**config.mk**
```make
export PLATFORM = sky130hd
export DESIGN_NAME = link_sync_request_input
export DESIGN_NICKNAME = d
export VERILOG_FILES = /design/src/link_sync_pkg.sv /design/src/link_sync_request_input.sv /design/src/pin_sync.sv
export VERILOG_INCLUDE_DIRS = /design/src
export SDC_FILE = /design/constraint.sdc
export NUM_CORES = 1
export LEC_CHECK = 0
export BUFFER_PORTS_ARGS = -buffer_cell sky130_fd_sc_hd__buf_2
export CAP_MARGIN = 10
export CORE_MARGIN = 8
export CORE_UTILIZATION = 50
export DETAILED_ROUTE_END_ITERATION = 10
export HOLD_SLACK_MARGIN = 0.03
export PLACE_DENSITY = 0.83
export SLEW_MARGIN = 20
export SYNTH_ARGS = -nofsm -noshare
export SYNTH_HDL_FRONTEND = slang
export SYNTH_SLANG_ARGS = --single-unit
```
**constraint.sdc**
```tcl
create_clock -name clk -period 2.7 [get_ports clk]
set_clock_uncertainty 0.05 [all_clocks]
set_input_delay 0.81 -clock clk [delete_from_list [all_inputs] [get_ports clk]]
set_output_delay 0.81 -clock clk [all_outputs]
set_load 0.1 [all_outputs]
```
**src/link_sync_params.svh**
```systemverilog
// Constants for the link sync request input block
`ifndef LINK_SYNC_PARAMS_SVH
`define LINK_SYNC_PARAMS_SVH
`define SYNC_SEL_SINGLE 1'h0
`define SYNC_SEL_DIFF 1'h1
`define SYNC_INACTIVE 1'h1
`define ALIGN_SEQ_CYCLES 8'h04
`endif

```
**src/link_sync_pkg.sv**
```systemverilog
// Types for the link sync request input block
package link_sync_pkg;
	typedef enum logic {ENC_8B10B, ENC_64B66B} encoding_t;
	typedef enum logic [1:0] {ST_IDLE, ST_CODE_SYNC, ST_ALIGN, ST_DATA} link_state_t;
endpackage : link_sync_pkg

```
**src/link_sync_request_input.sv**
```systemverilog
// Sync request selection, link start-up sequencing and pin control
`timescale 1ns/10ps
`default_nettype none
`include "link_sync_params.svh"
module link_sync_request_input (
	input wire logic clk,
	input wire logic rst_n,
	input wire logic syncSePin_n,
	input wire logic tmstpDiff_n,
	input wire logic sysrefIn,
	input wire logic syncSel,
	input wire logic tmstpRecvEn,
	input wire link_sync_pkg::encoding_t encoding,
	input wire logic codeSyncDone,
	input wire logic readActive,
	input wire logic readData,
	output link_sync_pkg::link_state_t linkState,
	output logic sendCodeSync,
	output logic sendAlign,
	output logic sendData,
	output logic ncoSyncPulse,
	output logic sysrefAlignPulse,
	output logic sdoOut,
	output logic sdoOe_n
);
	import link_sync_pkg::*;

	// ------------------------------
	// Input synchronisers
	// ------------------------------
	logic seLevel;
	logic diffLevel;
	logic srLevel;

	// Sync pins idle high, so their filters start high
	pin_sync #(
		.RESET_VAL(1'h1)
	) uSe (
		.clk(clk),
		.rst_n(rst_n),
		.pinIn(syncSePin_n),
		.level(seLevel)
	);

	pin_sync #(
		.RESET_VAL(1'h1)
	) uDiff (
		.clk(clk),
		.rst_n(rst_n),
		.pinIn(tmstpDiff_n),
		.level(diffLevel)
	);

	// SYSREF idles low, so no false rise after reset
	pin_sync #(
		.RESET_VAL(1'h0)
	) uSr (
		.clk(clk),
		.rst_n(rst_n),
		.pinIn(sysrefIn),
		.level(srLevel)
	);

	// ------------------------------
	// Source selection
	// ------------------------------
	logic reqN;

	always_comb begin
		if (syncSel == `SYNC_SEL_DIFF) begin
			// Disabled receiver reads as an idle request
			reqN = tmstpRecvEn ? diffLevel : `SYNC_INACTIVE;
		end else begin
			reqN = seLevel;
		end
	end

	// ------------------------------
	// Link state machine
	// ------------------------------
	link_state_t state_r;
	link_state_t state_nxt;
	logic [7:0] cnt_r;
	logic [7:0] cnt_nxt;

	always_comb begin
		state_nxt = state_r;
		cnt_nxt = cnt_r;
		if (encoding == ENC_64B66B) begin
			state_nxt = ST_DATA;
		end else begin
			case (state_r)
				ST_IDLE: begin
					if (!reqN) begin
						state_nxt = ST_CODE_SYNC;
					end
				end
				ST_CODE_SYNC: begin
					if (reqN && codeSyncDone) begin
						state_nxt = ST_ALIGN;
						cnt_nxt = `ALIGN_SEQ_CYCLES;
					end
				end
				ST_ALIGN: begin
					if (!reqN) begin
						state_nxt = ST_CODE_SYNC;
					end else if (cnt_r == 8'h01) begin
						state_nxt = ST_DATA;
					end else begin
						cnt_nxt = cnt_r - 8'h01;
					end
				end
				ST_DATA: begin
					if (!reqN) begin
						state_nxt = ST_CODE_SYNC;
					end
				end
				default: begin
					state_nxt = ST_IDLE;
				end
			endcase
		end
	end
	always_ff @(posedge clk or negedge rst_n) begin
		if (!rst_n) begin
			state_r <= ST_IDLE;
			cnt_r <= 8'h00;
		end else begin
			state_r <= state_nxt;
			cnt_r <= cnt_nxt;
		end
	end

	// ------------------------------
	// Request falling edge to oscillator sync
	// ------------------------------
	logic reqPrev_r;
	logic reqPrev_nxt;
	logic nco_r;
	logic nco_nxt;

	// Runs in every encoding mode
	always_comb begin
		reqPrev_nxt = reqN;
		nco_nxt = reqPrev_r & ~reqN;
	end

	always_ff @(posedge clk or negedge rst_n) begin
		if (!rst_n) begin
			reqPrev_r <= 1'h1;
			nco_r <= 1'h0;
		end else begin
			reqPrev_r <= reqPrev_nxt;
			nco_r <= nco_nxt;
		end
	end

	// ------------------------------
	// SYSREF rising edge to timing alignment
	// ------------------------------
	logic srPrev_r;
	logic srPrev_nxt;
	logic srp_r;
	logic srp_nxt;

	always_comb begin
		srPrev_nxt = srLevel;
		srp_nxt = ~srPrev_r & srLevel;
	end

	always_ff @(posedge clk or negedge rst_n) begin
		if (!rst_n) begin
			srPrev_r <= 1'h0;
			srp_r <= 1'h0;
		end else begin
			srPrev_r <= srPrev_nxt;
			srp_r <= srp_nxt;
		end
	end

	// ------------------------------
	// Serial data output control
	// ------------------------------
	logic sdo_r;
	logic sdo_nxt;
	logic oe_r;
	logic oe_nxt;

	// Pin released whenever no read is running
	always_comb begin
		sdo_nxt = readActive ? readData : 1'h0;
		oe_nxt = ~readActive;
	end

	always_ff @(posedge clk or negedge rst_n) begin
		if (!rst_n) begin
			sdo_r <= 1'h0;
			oe_r <= 1'h1;
		end else begin
			sdo_r <= sdo_nxt;
			oe_r <= oe_nxt;
		end
	end

	// ------------------------------
	// Outputs
	// ------------------------------
	assign linkState = state_r;
	assign sendCodeSync = (state_r == ST_CODE_SYNC);
	assign sendAlign = (state_r == ST_ALIGN);
	assign sendData = (state_r == ST_DATA);
	assign ncoSyncPulse = nco_r;
	assign sysrefAlignPulse = srp_r;
	assign sdoOut = sdo_r;
	assign sdoOe_n = oe_r;
endmodule : link_sync_request_input
`default_nettype wire

```
**src/pin_sync.sv**
```systemverilog
// Three-stage pin synchroniser with agreement filter
`timescale 1ns/10ps
`default_nettype none
module pin_sync #(
	parameter logic RESET_VAL = 1'h1
) (
	input wire logic clk,
	input wire logic rst_n,
	input wire logic pinIn,
	output logic level
);
	logic s1_r, s2_r, s3_r, level_r;
	logic s1_nxt, s2_nxt, s3_nxt, level_nxt;
	always_comb begin
		s1_nxt = pinIn;
		s2_nxt = s1_r;
		s3_nxt = s2_r;
		level_nxt = (s2_r == s3_r) ? s3_r : level_r;
	end
	always_ff @(posedge clk or negedge rst_n) begin
		if (!rst_n) begin
			s1_r <= RESET_VAL;
			s2_r <= RESET_VAL;
			s3_r <= RESET_VAL;
			level_r <= RESET_VAL;
		end else begin
			s1_r <= s1_nxt;
			s2_r <= s2_nxt;
			s3_r <= s3_nxt;
			level_r <= level_nxt;
		end
	end
	assign level = level_r;
endmodule : pin_sync
`default_nettype wire

```
==> flow_summary.toml <==
[timing]
unrepaired_setup_endpoints_after_global_routing = "no"
setup-tns-final_ns = 0
hold_violations = 0
tightest_slew_ns = 0.5968
final_worst_path_cycle_share = 0.9432
setup_viol_count_final = 0
timing.final.max_slew_violations = 0
slew-limit-headroom = 0.6021
max_freq_ghz = 0.3927
layout_min_cycle_time_ns = 2.547

[detailed_routing]
detail_route.first_pass.iterations = 4
vias = 924
finalWirelength_mm = 2.418
detail_route.vias_per_cell = 5.848
drc_violation_count_after_routing = 0
detail-route-antenna-nets = 0
wire_per_inst_um = 15.30
iteration_0_drc_markers = 35

[clock_network]
post-cts-setup-buffer-count = 0
clock-sinks = 28
cts_resized = 0
cts_max_level = 1
path_clk_slew_ns = 0.15
clock_buffers_created_by_tritoncts = 3
clock-root-buffer = "sky130_fd_sc_hd__clkbuf_4"
worst_skew_pair.late_latency_ns = 0.33
clock_tree.buffer_depth = 2
cts_tree = "built"
cts_hold_buf = 0

[setup_path]
critical_path_buf_inv_count = 2
crit_fanout = 11
critical_path_cell_with_the_highest_stage_delay = "sky130_fd_sc_hd__dfrtp_1"
crit_required_ns = 1.84
crit_chain = "inv_1, ha_2, buf_2"
cpLargestDelayFamily = "buffers and inverters"
crit_path_max_incr_delay_ns = 0.48
worst_setup_path_start_kind = "flip-flop"
arrival_ns = 1.69
path_length_in_cells_of_the_critical_path = 3
path_class = "flip-flop to output port"
endpoint_class_of_the_critical_path = "output port"
r2r_cells = 6

[floorplanning]
die_w_um = 65.85
die_outline_area_sq_mm = 0.004336
start_util = 0.5156
core-area_sq_mm = 0.002410
rows = 18
die_height_um = 65.85
io-pin-count = 20

[final_layout]
area_growth_pct = 15.61
fillCellCount = 192
number_of_inserted_diodes = 0
leading_cell_type_in_the_layout_fill_and_taps_excluded = "sky130_fd_sc_hd__buf_2"
post-route-cell-area_sq_mm = 0.001436
layout.cells.most_common_list = "sky130_fd_sc_hd__buf_2, sky130_fd_sc_hd__dfrtp_1, sky130_fd_sc_hd__dfstp_2, sky130_fd_sc_hd__inv_1, sky130_fd_sc_hd__nand2_1"
final_net_count = 146
layout.cells.non_filler = 158
final_layout_size_suffix_gt1_frac = 0.3359

[pwr]
p_sw_frac = 0.3776
netsw_mw = 0.4546
internal_power_mw = 0.7494
post-layout-total-power_mw = 1.204
p_clk_frac = 0.225
vdd_ir_drop_max_mv = 0.5972
power_frac_seq = 0.433
power.leakage_nw = 0.6630
power.density_mw_per_mm2 = 838.2
share_comb_of_total_power = 0.341

[synth]
synth-edff-count = 0
post_synthesis_cell_area_sq_mm = 0.001242
syn_avg_cell_area_sq_um = 11.83
primary_flip_flop_cell_chosen_by_synthesis_mapping = "sky130_fd_sc_hd__dfrtp_1"
synth.area.top_cells = "sky130_fd_sc_hd__dfrtp_1, sky130_fd_sc_hd__dfstp_2, sky130_fd_sc_hd__ha_1"
synth_seq_area_share = 0.5740
yosys.cell_types.count = 37
ys.warnings.count = 0
synth.largest_area_cell = "sky130_fd_sc_hd__dfrtp_1"
post_synthesis_cell_count = 105
syn-num-nets = 122
ys_seq_elements = 28
ys_async_sr_fraction = 1.000
synth_largest_type_area_fraction = 0.3625

[min_path]
hold_class = "flip-flop to flip-flop"
hold_depth = 0

[place]
placed_cells = 154
io_buffers = 19
routabilityCongestion = 0.8910
placed_cell_area_sq_mm = 0.001384
hpwl_mm = 1.799

[global_routing]
grt_start_max_net_pins = 29
grt_util_all_layers = 0.1261
grt_remaining_overflow = 0
wire_length_of_the_first_global_routing_pass_mm = 4.202
antenna_violations_before_repair = 0
via_count_of_the_first_global_routing_pass = 960

[flow_run]
drv_cap = 0

[status]
run_status = "finished, final reports clean"
==> Yosys cell counts, drive strengths merged, types with 3 or more instances <==
library cell,instances
a21oi,3
nor3,4
maj3,3
o21ai,5
dfstp,10
dfrtp,18
inv,8
ha,6
nor2,6
nor2b,3
and2,3
nand2,7
==> layer usage <==
layer	vias to the layer above	share of wire	global-route usage
met5	-	0	0
met4	0	0.024	0.07084
met3	8	0.10	0.05085
met2	49	0.46	0.2010
met1	443	0.41	0.1398
li1	424	-	-
==> stage by stage <==
step	utilization	hold slack (ns)	setup WS, ns
after floorplan	-	0.2812	-0.01931
after global placement	0.5742	0.2887	0.3200
after detailed placement	0.5742	0.2964	0.2707
after CTS	0.5961	0.3174	0.1552
after global routing	0.5961	0.3238	0.05261
final	0.5961	0.3160	0.1533
==> sequential cells by signal (all words and copies together), names as in the netlist <==
name	flops
uDiff.s2_r	1
uSr.s1_r	1
uDiff.level	1
uSr.level	1
uSe.s1_r	1
uSr.s2_r	1
sdoOut	1
uSe.s3_r	1
uSe.s2_r	1
srPrev_r	1
reqPrev_r	1
cnt_r	8
uSe.level	1
linkState	2
ncoSyncPulse	1
uDiff.s1_r	1
uSr.s3_r	1
uDiff.s3_r	1
sdoOe_n	1
sysrefAlignPulse	1
==> worst paths after layout <==
path,start,endpoint,slack [ns]
max,linkState[0]$_DFFE_PN0P_,sendAlign,0.15
min,uSe.s1_r$_DFF_PN1_,uSe.s2_r$_DFF_PN1_,0.32
max reg2reg,uDiff.level$_DFFE_PN1N_,cnt_r[6]$_DFFE_PN0P_,0.63
min reg2reg,uSe.s1_r$_DFF_PN1_,uSe.s2_r$_DFF_PN1_,0.32
max in group asynchronous,rst_n,linkState[1]$_DFFE_PN0P_,1.78
min in group asynchronous,rst_n,ncoSyncPulse$_DFF_PN0_,0.40
==> worst reg2reg max path, delay by kind of cell, from the launching register on <==
family	cells	cell delay [ns]
buffers and inverters	1	0.18
AO/OA/AOI/OAI	3	0.67
flip-flops	1	0.56
AND/OR/NAND/NOR	2	0.54
==> cell families (layout without fill, tap and decap cells) <==
kind of cell,count (synthesis),count (layout),share of synthesized area
buffers and inverters,10,33,0.03625
flip-flops,28,28,0.5740
multiplexers,2,2,0.01712
AND/OR/NAND/NOR,34,34,0.1652
adder cells (fa/ha/maj),9,9,0.08459
AO/OA/AOI/OAI,22,22,0.1229
==> power groups by stage <==
| stage | sequential (mW) | combinational, mW | clock (mW) |
|---|---|---|---|
| final | 0.522 | 0.411 | 0.271 |
| after global routing | 0.530 | 0.445 | 0.294 |
| after CTS | 0.521 | 0.410 | 0.276 |
| after detailed placement | 0.529 | 0.406 | 0 |
| after global placement | 0.525 | 0.397 | 0 |
| after floorplan | 0.585 | 0.269 | 0 |
==> cell type report <==
cell class / instances / area [sq um] / share of cell area
multi-input cells: 67 / 491.7 / 0.3423
flip-flops and latches: 28 / 714.4 / 0.4974
clock buffers: 3 / 22.52 / 0.01568
inverters: 8 / 30.03 / 0.02091
well taps: 30 / 37.54 / 0.02613
clock inverters: 1 / 30.03 / 0.02091
repair buffers: 21 / 110.1 / 0.07666
Note: power is estimated with default switching activity, not from simulation.
